<file path="src/pkg/wdt_pkg.sv">
package wdt_pkg;
   // watchdog configuration word field positions
   localparam int CFG_POST_LSB = 0;
   localparam int CFG_POST_W = 4;
   localparam int CFG_PRE_BIT = 4;
   localparam int CFG_FUSE_BIT = 5;
   localparam int CFG_WINDOW_DISABLE_BIT = 6;
   localparam int CFG_W = 7;
   // reset control register layout
   localparam int RC_IDLE_BIT = 2;
   localparam int RC_SLEEP_BIT = 3;
   localparam int RC_TO_BIT = 4;
   localparam int RC_SWEN_BIT = 5;
   localparam int RC_W = 8;
   // register offsets
   localparam logic [3:0] ADDR_RESET_CONTROL_REG = 4'h0;
   localparam logic [3:0] ADDR_CFG = 4'h4;
   localparam logic [3:0] ADDR_IRQ_STAT = 4'h8;
   localparam logic [3:0] ADDR_IRQ_MASK = 4'hC;
   // reset values
   localparam logic [RC_W-1:0] RESET_CONTROL_REG_RESET = 8'h00;
   localparam logic [CFG_W-1:0] CFG_RESET = 7'h7F;
   localparam logic [1:0] IRQ_RESET = 2'h0;
   // timing: the low-power rc source nominal rate against the system clock
   localparam int SYS_CLK_KHZ = 125000;
   localparam int RC_CLK_KHZ = 32;
   localparam int RC_DIV = SYS_CLK_KHZ / RC_CLK_KHZ;
   localparam int PRE_SHORT = 32;
   localparam int PRE_LONG = 128;
   localparam int POST_MAX_W = 16;
   // interrupt status bits
   localparam int IRQ_TIMEOUT = 0;
   localparam int IRQ_EARLY = 1;

   typedef enum logic [3:0] {
      WDT_OFF = 4'h1,
      WDT_RUN = 4'h2,
      WDT_LOW = 4'h4,
      WDT_BITE = 4'h8
   } wdt_state_t;

   typedef struct packed {
      logic clear_watchdog_instr;
      logic power_save_instr;
      logic idle_select;
      logic wake_other;
      logic clock_switch_done;
   } wdt_cpu_evt_t;
endpackage

</file>
<file path="src/hdl/wdt_divider.sv">
`timescale 1ns/1ns
`default_nettype none
// free counter that pulses once every div_n enabled ticks; sync clear
module wdt_divider #(
   parameter int W = 16
) (
   input wire logic clock,
   input wire logic rst_n,
   input wire logic clr,
   input wire logic en,
   input wire logic [W-1:0] div_n,
   output logic tick
);
   logic [W-1:0] cnt_q;

   // tick is combinational so the following stage sees it in the same cycle
   assign tick = en && !clr && (cnt_q == div_n - W'(1));

   always_ff @(posedge clock or negedge rst_n) begin
      if (!rst_n) begin
         cnt_q <= '0;
      end else if (clr) begin
         cnt_q <= '0;
      end else if (en) begin
         cnt_q <= tick ? '0 : cnt_q + W'(1);
      end
   end
endmodule
`default_nettype wire

</file>
<file path="src/hdl/wdt_top.sv">
`timescale 1ns/1ns
`default_nettype none
module wdt_top
   import wdt_pkg::*;
(
   input wire logic clock,
   input wire logic rst_n,
   input wire logic [3:0] addr,
   input wire logic [RC_W-1:0] wdata,
   input wire logic wr_en,
   input wire logic rd_en,
   output logic [RC_W-1:0] rdata,
   input wire wdt_cpu_evt_t cpu_evt,
   output logic wdt_reset,
   output logic wake_up,
   output logic rc_enable,
   output logic irq
);
   logic [CFG_W-1:0] cfg_q;
   logic [RC_W-1:0] reset_control_reg_q;
   logic [1:0] stat_q, mask_q;
   logic asleep_q, in_idle_q;
   logic reset_q, wake_q;
   wdt_state_t state_q, state_d;
   logic enabled, wdt_clr, rc_tick, pre_tick, to_evt, early;
   logic [POST_MAX_W-1:0] post_cnt_q, post_target, quarter;
   logic [7:0] pre_n;

   // hard fuse overrides software enable; the rc source follows the watchdog
   assign enabled = cfg_q[CFG_FUSE_BIT] | reset_control_reg_q[RC_SWEN_BIT];
   assign rc_enable = enabled;

   // any listed event restarts rc divider, prescaler and postscaler together
   assign wdt_clr = cpu_evt.clear_watchdog_instr | cpu_evt.power_save_instr |
                    cpu_evt.clock_switch_done | wake_q | cpu_evt.wake_other |
                    !enabled;

   // the rc source is modelled as an enable pulse from the system clock
   wdt_divider #(.W(16)) u_rc (
      .clock(clock),
      .rst_n(rst_n),
      .clr(wdt_clr),
      .en(enabled),
      .div_n(16'(RC_DIV)),
      .tick(rc_tick)
   );

   assign pre_n = cfg_q[CFG_PRE_BIT] ? 8'(PRE_LONG) : 8'(PRE_SHORT);

   // 32 or 128 rc ticks give the 1 ms or 4 ms base period
   wdt_divider #(.W(8)) u_pre (
      .clock(clock),
      .rst_n(rst_n),
      .clr(wdt_clr),
      .en(rc_tick),
      .div_n(pre_n),
      .tick(pre_tick)
   );

   // ratio is two to the power of the code; 1111 gives 32768
   assign post_target = POST_MAX_W'(1) << cfg_q[CFG_POST_LSB +: CFG_POST_W];
   assign quarter = post_target - (post_target >> 2);

   // postscaler counts prescaler periods up to the selected ratio
   always_ff @(posedge clock or negedge rst_n) begin
      if (!rst_n) begin
         post_cnt_q <= '0;
      end else if (wdt_clr || to_evt) begin
         post_cnt_q <= '0;
      end else if (pre_tick) begin
         post_cnt_q <= post_cnt_q + POST_MAX_W'(1);
      end
   end

   assign to_evt = pre_tick && (post_cnt_q == post_target - POST_MAX_W'(1));

   // early clear: window mode and not yet in the final quarter; ratios below 1:4
   // have no whole quarter, so every clear is early there
   assign early = cpu_evt.clear_watchdog_instr && !cfg_q[CFG_WINDOW_DISABLE_BIT] &&
                  enabled && !asleep_q && (post_cnt_q < quarter);

   // state: off, counting in run mode, counting while low power, biting
   always_comb begin
      state_d = state_q;
      case (state_q)
         WDT_OFF: if (enabled) state_d = WDT_RUN;
         WDT_RUN: begin
            if (!enabled) state_d = WDT_OFF;
            else if (early || to_evt) state_d = WDT_BITE;
            else if (cpu_evt.power_save_instr) state_d = WDT_LOW;
         end
         WDT_LOW: begin
            if (!enabled) state_d = WDT_OFF;
            else if (to_evt || cpu_evt.wake_other) state_d = WDT_RUN;
         end
         WDT_BITE: state_d = WDT_RUN;
         default: state_d = WDT_OFF;
      endcase
   end

   always_ff @(posedge clock or negedge rst_n) begin
      if (!rst_n) state_q <= WDT_OFF;
      else state_q <= state_d;
   end

   // one-cycle device reset and wake pulses, registered
   always_ff @(posedge clock or negedge rst_n) begin
      if (!rst_n) begin
         reset_q <= 1'b0;
         wake_q <= 1'b0;
      end else begin
         reset_q <= (state_q == WDT_RUN) && (early || to_evt);
         wake_q <= (state_q == WDT_LOW) && to_evt;
      end
   end
   assign wdt_reset = reset_q;
   assign wake_up = wake_q;
   assign asleep_q = (state_q == WDT_LOW);

   // remember which power-save mode was entered for the status bits
   always_ff @(posedge clock or negedge rst_n) begin
      if (!rst_n) in_idle_q <= 1'b0;
      else if (cpu_evt.power_save_instr) in_idle_q <= cpu_evt.idle_select;
   end

   // reset control register: hardware sets win over software writes
   always_ff @(posedge clock or negedge rst_n) begin
      if (!rst_n) begin
         reset_control_reg_q <= RESET_CONTROL_REG_RESET;
      end else begin
         if (wr_en && addr == ADDR_RESET_CONTROL_REG) reset_control_reg_q <= wdata & 8'h3C;
         if (reset_q) reset_control_reg_q[RC_SWEN_BIT] <= 1'b0;
         if (cpu_evt.power_save_instr && enabled) begin
            if (cpu_evt.idle_select) reset_control_reg_q[RC_IDLE_BIT] <= 1'b1;
            else reset_control_reg_q[RC_SLEEP_BIT] <= 1'b1;
         end
         // sleep/idle stay set after wake; software clears them
         if (wake_q) reset_control_reg_q[in_idle_q ? RC_IDLE_BIT : RC_SLEEP_BIT] <= 1'b1;
         if (to_evt || early) reset_control_reg_q[RC_TO_BIT] <= 1'b1;
      end
   end

   // configuration word is writable here; fuses are loaded by software
   always_ff @(posedge clock or negedge rst_n) begin
      if (!rst_n) cfg_q <= CFG_RESET;
      else if (wr_en && addr == ADDR_CFG) cfg_q <= wdata[CFG_W-1:0];
   end

   // interrupt status: write one to clear, set wins
   always_ff @(posedge clock or negedge rst_n) begin
      if (!rst_n) begin
         stat_q <= IRQ_RESET;
         mask_q <= IRQ_RESET;
      end else begin
         if (wr_en && addr == ADDR_IRQ_MASK) mask_q <= wdata[1:0];
         stat_q <= (stat_q & ~((wr_en && addr == ADDR_IRQ_STAT) ? wdata[1:0] : 2'h0))
                   | {early, to_evt};
      end
   end
   assign irq = |(stat_q & mask_q);

   // read data one cycle after the strobe; unmapped reads give zero
   always_ff @(posedge clock or negedge rst_n) begin
      if (!rst_n) begin
         rdata <= '0;
      end else if (rd_en) begin
         case (addr)
            ADDR_RESET_CONTROL_REG: rdata <= reset_control_reg_q;
            ADDR_CFG: rdata <= {1'b0, cfg_q};
            ADDR_IRQ_STAT: rdata <= {6'h00, stat_q};
            ADDR_IRQ_MASK: rdata <= {6'h00, mask_q};
            default: rdata <= 8'h00;
         endcase
      end else begin
         rdata <= 8'h00;
      end
   end

   // a run-mode timeout is followed by a reset pulse and a set flag
   a_timeout_bite: assert property (@(posedge clock) disable iff (!rst_n)
      (to_evt && state_q == WDT_RUN) |=> (wdt_reset && reset_control_reg_q[RC_TO_BIT]))
      else $error("run timeout gave no reset");
   a_flag_sticky: assert property (@(posedge clock) disable iff (!rst_n)
      (reset_control_reg_q[RC_TO_BIT] && !(wr_en && addr == ADDR_RESET_CONTROL_REG)) |=> reset_control_reg_q[RC_TO_BIT])
      else $error("timeout flag dropped");
   a_sleep_wake: assert property (@(posedge clock) disable iff (!rst_n)
      (to_evt && state_q == WDT_LOW) |=> (wake_up && !wdt_reset))
      else $error("sleep timeout did not wake");
   a_early_clear: assert property (@(posedge clock) disable iff (!rst_n)
      early |=> wdt_reset)
      else $error("early clear gave no reset");
   a_fuse_on: assert property (@(posedge clock) disable iff (!rst_n)
      cfg_q[CFG_FUSE_BIT] |-> rc_enable)
      else $error("fuse set but watchdog off");
   a_soft_off: assert property (@(posedge clock) disable iff (!rst_n)
      (!cfg_q[CFG_FUSE_BIT] && !reset_control_reg_q[RC_SWEN_BIT]) |=> (post_cnt_q == '0))
      else $error("counter moved while disabled");
   a_clear_count: assert property (@(posedge clock) disable iff (!rst_n)
      cpu_evt.clear_watchdog_instr |=> (post_cnt_q == '0))
      else $error("clear did not reset count");
   a_nowin_safe: assert property (@(posedge clock) disable iff (!rst_n)
      (cfg_q[CFG_WINDOW_DISABLE_BIT] && cpu_evt.clear_watchdog_instr && !to_evt) |=> !wdt_reset)
      else $error("clear reset in non-window mode");
endmodule
`default_nettype wire

</file>
<file path="config.mk">
export PLATFORM = sky130hd
export DESIGN_NAME = wdt_top
export DESIGN_NICKNAME = d
export VERILOG_FILES = /design/src/pkg/wdt_pkg.sv /design/src/hdl/wdt_divider.sv /design/src/hdl/wdt_top.sv
export SDC_FILE = /design/constraint.sdc
export NUM_CORES = 1
export LEC_CHECK = 0
export ABC_CLOCK_PERIOD_IN_PS = 6640
export BUFFER_PORTS_ARGS = -buffer_cell sky130_fd_sc_hd__buf_2
export CORE_ASPECT_RATIO = 0.6
export CORE_UTILIZATION = 36
export CTS_CLUSTER_SIZE = 8
export DETAILED_ROUTE_END_ITERATION = 16
export SYNTH_ARGS = -nofsm -noshare
export SYNTH_HDL_FRONTEND = slang
export SYNTH_SLANG_ARGS = --single-unit
</file>
<file path="constraint.sdc">
create_clock -name clock -period 6.64 [get_ports clock]
set_input_delay 0.996 -clock clock [delete_from_list [all_inputs] [get_ports clock]]
set_output_delay 0.996 -clock clock [all_outputs]
set_load 0.05 [all_outputs]
</file>
Word level (Yosys, flattened, before mapping)
Index checks and enable logic that the tools add are counted.
- register bits: 74
- bits of input ports: 21
- output and inout bits: 12
- word-level logic and storage cells: 105
- $add $sub $neg: 6
- $lt $le $gt $ge: 3
- equal/unequal tests: 13
- shift-type cells: 1
- multiplexer cells: 29
- bitwise gates (word level): 11
- reductions and logical operators: 30
- operators by type and width (cell ; number):
    2-to-1 mux 16 bit ; 5
    2-to-1 mux 8 bit ; 7
    adder 16 x 1 -> 16 bit (second input constant) ; 2
    one-hot mux 8 bit (4 select lines) ; 1
    2-to-1 mux 4 bit ; 6
    logical AND 1 bit ; 17
    equality test 16 x 12 -> 1 bit (second input constant) ; 1
    equality test 16 bit ; 1
    less-than comparator 16 bit ; 1
    one-hot mux 4 bit (4 select lines) ; 1
    left shift 1 x 4 -> 16 bit (first input constant) ; 1
    subtractor 16 x 1 -> 16 bit (second input constant) ; 1
    subtractor 16 x 14 -> 16 bit ; 1
    equality test 4 bit (second input constant) ; 3
    adder 8 x 1 -> 8 bit (second input constant) ; 1
    equality test 4 x 3 -> 1 bit (second input constant) ; 2
    equality test 8 bit ; 1
    bitwise OR 8 bit ; 1
    subtractor 8 x 1 -> 8 bit (second input constant) ; 1
    2-to-1 mux 1 bit ; 6
    bitwise OR 1 bit ; 6
    nonzero test 2 bit ; 3
    bitwise AND 2 bit ; 2
    equality test 4 x 1 -> 1 bit (second input constant) ; 1
    other kinds (15) ; 21

Logic depth before layout (Yosys ltp)
- depth in word-level cells: 15
- gate-level depth with buffers: 21

By module
Synthesis repeated with hierarchy kept, for this count alone.
- cells, all modules: 697
- area, all modules: 5866.9 µm²
- by module, submodules not included (module ; times used ; cells each ; area an instance (µm²) ; sequential area each (µm²)):
    wdt_top ; 1 ; 440 ; 3719.8 ; 1136.1
    wdt_divider (u_rc) ; 1 ; 178 ; 1441.4 ; 400.4
    wdt_divider (u_pre) ; 1 ; 79 ; 705.7 ; 200.2

Worst setup path after synthesis
OpenSTA, ideal clock, no wires.
- path type: register to register
- from: register cfg_q[0]
- to: register state_q[1]
- setup time: 0.118 ns
- arrival: 4.026 ns
- setup slack: 2.496 ns
- cell stages (with the launch flop): 21
- buffers on the path: 2
- clock period less this slack: 4.144 ns
- path through: dfstp_2 > buf_6 > buf_2 > nor2b_1 > nand2_1 > inv_1 > ha_1 > nor2b_1 > o21ai_0 > a21oi_1 > o32ai_1 > o21bai_1 > a21oi_1 > xor2_1 > ha_1 > a21o_1 > a21o_1 > a221oi_1 > o21ai_0 > and2_4 > a21o_1
- word-level cells in the longest chain between the ends: 8
- RTL lines (what ; line ; source):
    from (decl) ; wdt_top.sv:19 ; logic [CFG_W-1:0] cfg_q;
    from (signal assigned) ; wdt_top.sv:146 ; else if (wr_en && addr == ADDR_CFG) cfg_q <= wdata[CFG_W-1:0];
    left shift 1 x 4 -> 16 bit * ; wdt_top.sv:61 ; assign post_target = POST_MAX_W'(1) << cfg_q[CFG_POST_LSB +: CFG_POST_W];
    subtractor 16 x 14 -> 16 bit / subtractor 16 x 1 -> 16 bit (equally long branches) ; wdt_top.sv:62, wdt_top.sv:75 ;
    less-than comparator 16 bit / equality test 16 bit (equally long branches) ; wdt_top.sv:80, wdt_top.sv:75 ;
    logical AND 1 bit (on tied branches) ; wdt_top.sv:80, wdt_top.sv:75 ;
    logical OR 1 bit ; wdt_top.sv:89 ; else if (early || to_evt) state_d = WDT_BITE;
    2-to-1 mux 4 bit ; wdt_top.sv:89 ;
    2-to-1 mux 4 bit ; wdt_top.sv:88 ; if (!enabled) state_d = WDT_OFF;
    one-hot mux 4 bit (4 select lines) ; wdt_top.sv:85 ; case (state_q)
    to (signal assigned) ; wdt_top.sv:103 ; else state_q <= state_d;
    to (decl) ; wdt_top.sv:24 ; wdt_state_t state_q, state_d;
Every way passes the cells marked *; elsewhere a longest branch is shown, timed or not.
A chain may end at the register's enable or synchronous reset.

Final worst setup path
- from: register cfg_q[1]
- to: register state_q[1]
Same word-level chain as after synthesis.

==> impl_summary.txt <==
----------------------------------------------------
[Layout]
  Diode count ... 0
  Most common library cell in the layout ignoring fill and taps ... nor2_1
  Number of nets in the layout ... 643
  Fraction of layout instances using a drive strength above 1 ... 0.133
  Final cell count without fillers ... about 770
  Most frequent cells in the layout ... 65 x nor2_1, 61 x dfrtp_1, 51 x nand2_1
  Area growth, synth to finish ... 11.9%

[Critical path]
  Required time of the critical path ... 6.86 ns
  Critical path launch point ... cfg_q[1]
  Crit path to ... state_q[1]
  Cell depth of the worst flop-to-flop path ... 16
  WS Path Type ... reg2reg
  Kind of capture point of the worst setup path ... flip-flop
  Flop2flop setup slack ... ~1.3 ns
  Element type at the critical path start ... flip-flop
  Critical Path AT ... about 5.5 ns
  Launch instance of the worst register-to-register path ... cfg_q[1]
  Largest fanout on the critical path ... 26
  Reg-to-reg critical path endpoint ... state_q[1]

[Timing]
  Worst slew margin ... 0.417
  Min Tclk post-route ... about 5.3 ns
  Actual transition at the worst max-transition pin ... between 0.8 and 0.9 ns
  Final Hold Viols ... 0
  Slew Limit Fails ... 0
  Final worst path period share ... 0.800
  RSZ-0062 raised after global routing ... no
  Setup tns final ... 0 ns
  Largest clock skew in the final design ... ~0.0095 ns
  Highest Clock Rate ... approximately 190 MHz
  Final Setup Violations ... 0

[Place]
  Detailed placer's ending HPWL ... about 9200 um
  Weighted congestion at the end of routability-driven global placement ... approximately 0.82
  Placed insts ... 751
  Buffers added on ports ... 30

[Yosys]
  Main area contributors after synthesis ... dfrtp_1 30%, ha_1 8.5%, xor2_1 5.2%, nor2_1 4.9%, dfstp_2 4.2%
  Yosys cell types ... 66
  Yosys reg bits ... just under 70
  Number of synthesized flops with an enable pin ... 0
  Net count after synthesis ... 622
  Portion of synthesized cell area occupied by the leading cell type ... 0.304
  Mapped cell area ... 5020 sq um
  Post-Synthesis Cells ... roughly 570
  Primary flip-flop cell chosen by synthesis mapping ... dfrtp_1
  Async SR Flop Fraction ... 1.00
  Cell taking the most area after synthesis ... dfrtp_1
  Seq/Total Area, Yosys ... 0.346
  Synth Warn # ... 0
  Mean instance size in the synthesized netlist ... 8.88 sq um

[Status]
  Result of the run ... finished clean

[CTS]
  Root buffer cell ... clkbuf_16
  Post-CTS resize count ... 0
  Clock tree from TritonCTS ... done
  Number of setup buffers added after CTS ... 0
  Clock transition at the registers of the reported paths ... roughly 0.06 ns
  Clock Sink Count ... 69
  CTS H-tree depth ... 3
  Total clock buffers created by CTS ... 9
  Post-CTS Hold Buffers ... 0
  Maximum number of buffers from clock root to sink ... 2
  Clk Latency, worst-skew pair ... 0.34 ns

[Global route]
  Pin count of the biggest net entering global routing ... 70
  Aggregate global routing overflow ... 0
  Gr usage total ... 0.187
  Number of antenna violations at the first check in global routing ... 0
  Number of global-route vias before repair ... 4112
  First-pass GRT wire length ... roughly 21000 um

[Floorplanning]
  Die W ... ~150 um
  Die span in y ... a little over 90 um
  Overall die area ... between 10000 and 15000 sq um
  I/O pin count ... 33
  Effective utilization at floorplan ... 0.369
  Core region area ... 13600 sq um
  Number of placement rows ... 33

[Routing]
  First-pass DRT Iterations ... 4
  Final ANT Viol Nets ... 0
  Detailed Route Iter0 Violations ... 214
  Post-DR wirelength/cell ... roughly 16 um
  Via count of the routed design ... ~4200
  Total Wirelength ... around 12000 um
  # DRC ... 0
  Drt via density ... approximately 5.4

[Power and ir drop]
  IR drop worst, VDD ... between 0.00015 and 0.0002 V
  Total power per unit cell area ... 306 nW/um^2
  Static power due to leakage ... 2.62 nW

[Hold path]
  Worst min-delay path class ... reg2reg

[Run]
  Max Cap Viol ... 0

----------------------------------------------------
-- per-stage QoR --
stage                     cell area [sq um]  hold slack, ns  worst slack, ns  utilization  power, mW
after detailed placement               5270           0.464             1.40        0.387       1.16
after CTS                              5620           0.481             1.37        0.413       1.73
after floorplan                        5020           0.453             2.50            -       1.03
after global placement                 5270           0.430             1.47        0.387       1.13
final                                  5620           0.479             1.33        0.413       1.72
after global routing                   5620           0.498             1.00        0.413       1.84
-- flip-flops by register name (all words and copies together) (netlist names) --
register / cells
wake_up: 1
state_q: 4
reset_control_reg_q: 4
mask_q: 2
rdata: 7
wdt_reset: 1
cfg_q: 7
u_rc.cnt_q: 16
post_cnt_q: 16
u_pre.cnt_q: 8
stat_q: 2
in_idle_q: 1
-- layer usage --
metal / GRT usage / up-vias / wire (um)
met1: 0.284 / 1993 / 6640
met3: 0.0440 / 11 / 746
met5: 0 / - / 0
li1: - / 2046 / -
met4: 0.0495 / 0 / 125
met2: 0.258 / 108 / 4800
-- worst max-delay path, stage by stage (launching register included) --
cell,delay (ns)
dfstp_2,0.83
nor4b_1,0.66
ha_1,0.29
inv_1,0.06
fa_1,0.40
a21o_1,0.17
a21oi_1,0.22
o21ai_0,0.28
nor2_1,0.19
xor2_1,0.18
ha_1,0.27
a211oi_1,0.30
o211ai_1,0.22
a221oi_1,0.40
o21ai_0,0.30
and2_4,0.26
a21o_1,0.15
-- report_power, final --
part           leakage [nW]  internal [mW]  switching [mW]
logic                  1.54          0.277           0.358
clock network         0.165          0.376           0.183
registers             0.908          0.461          0.0644
-- cell usage after synthesis (9+ instances only) --
| master | number |
|---|---|
| nand2_1 | 51 |
| ha_1 | 34 |
| dfrtp_1 | 61 |
| nand3_1 | 28 |
| inv_1 | 30 |
| a21o_1 | 11 |
| xnor2_1 | 19 |
| nand4_1 | 13 |
| mux2i_1 | 12 |
| o21ai_0 | 20 |
| clkbuf_1 | 9 |
| nor2_1 | 65 |
| and3_1 | 16 |
| xor2_1 | 30 |
| mux2_2 | 12 |
| a21oi_1 | 19 |
-- worst min path at each step --
stage,start,end,slack (ns),depth (start not counted)
floorplan,u_rc.cnt_q[0],u_rc.cnt_q[0],0.45,1
global placement,wdt_reset,reset_control_reg_q[5],0.43,1
detailed placement,wdt_reset,reset_control_reg_q[5],0.46,1
CTS,wdt_reset,reset_control_reg_q[5],0.48,1
global route,wdt_reset,reset_control_reg_q[5],0.50,1
finish,wdt_reset,reset_control_reg_q[5],0.48,1
-- logic make-up after synthesis --
family          count (synthesis)  synth area share
simple gates                  234             0.233
mux                            24            0.0508
flops                          69             0.346
fa+ha+maj                      35            0.0886
buf+inv                        51            0.0481
xor+xnor                       49            0.0854
compound gates                103             0.148
other cells                     1          0.000746
-- layout make-up --
type	instances	area [sq um]
Tap cell	175	219
Clock inverter	6	110
Fill cell	1355	8000
Timing Repair Buffer	31	158
Multi-Input combinational cell	446	3050
Sequential cell	69	1740
Clock buffer	10	239
Inverter	30	113
Note: power is estimated with default switching activity, not from simulation.
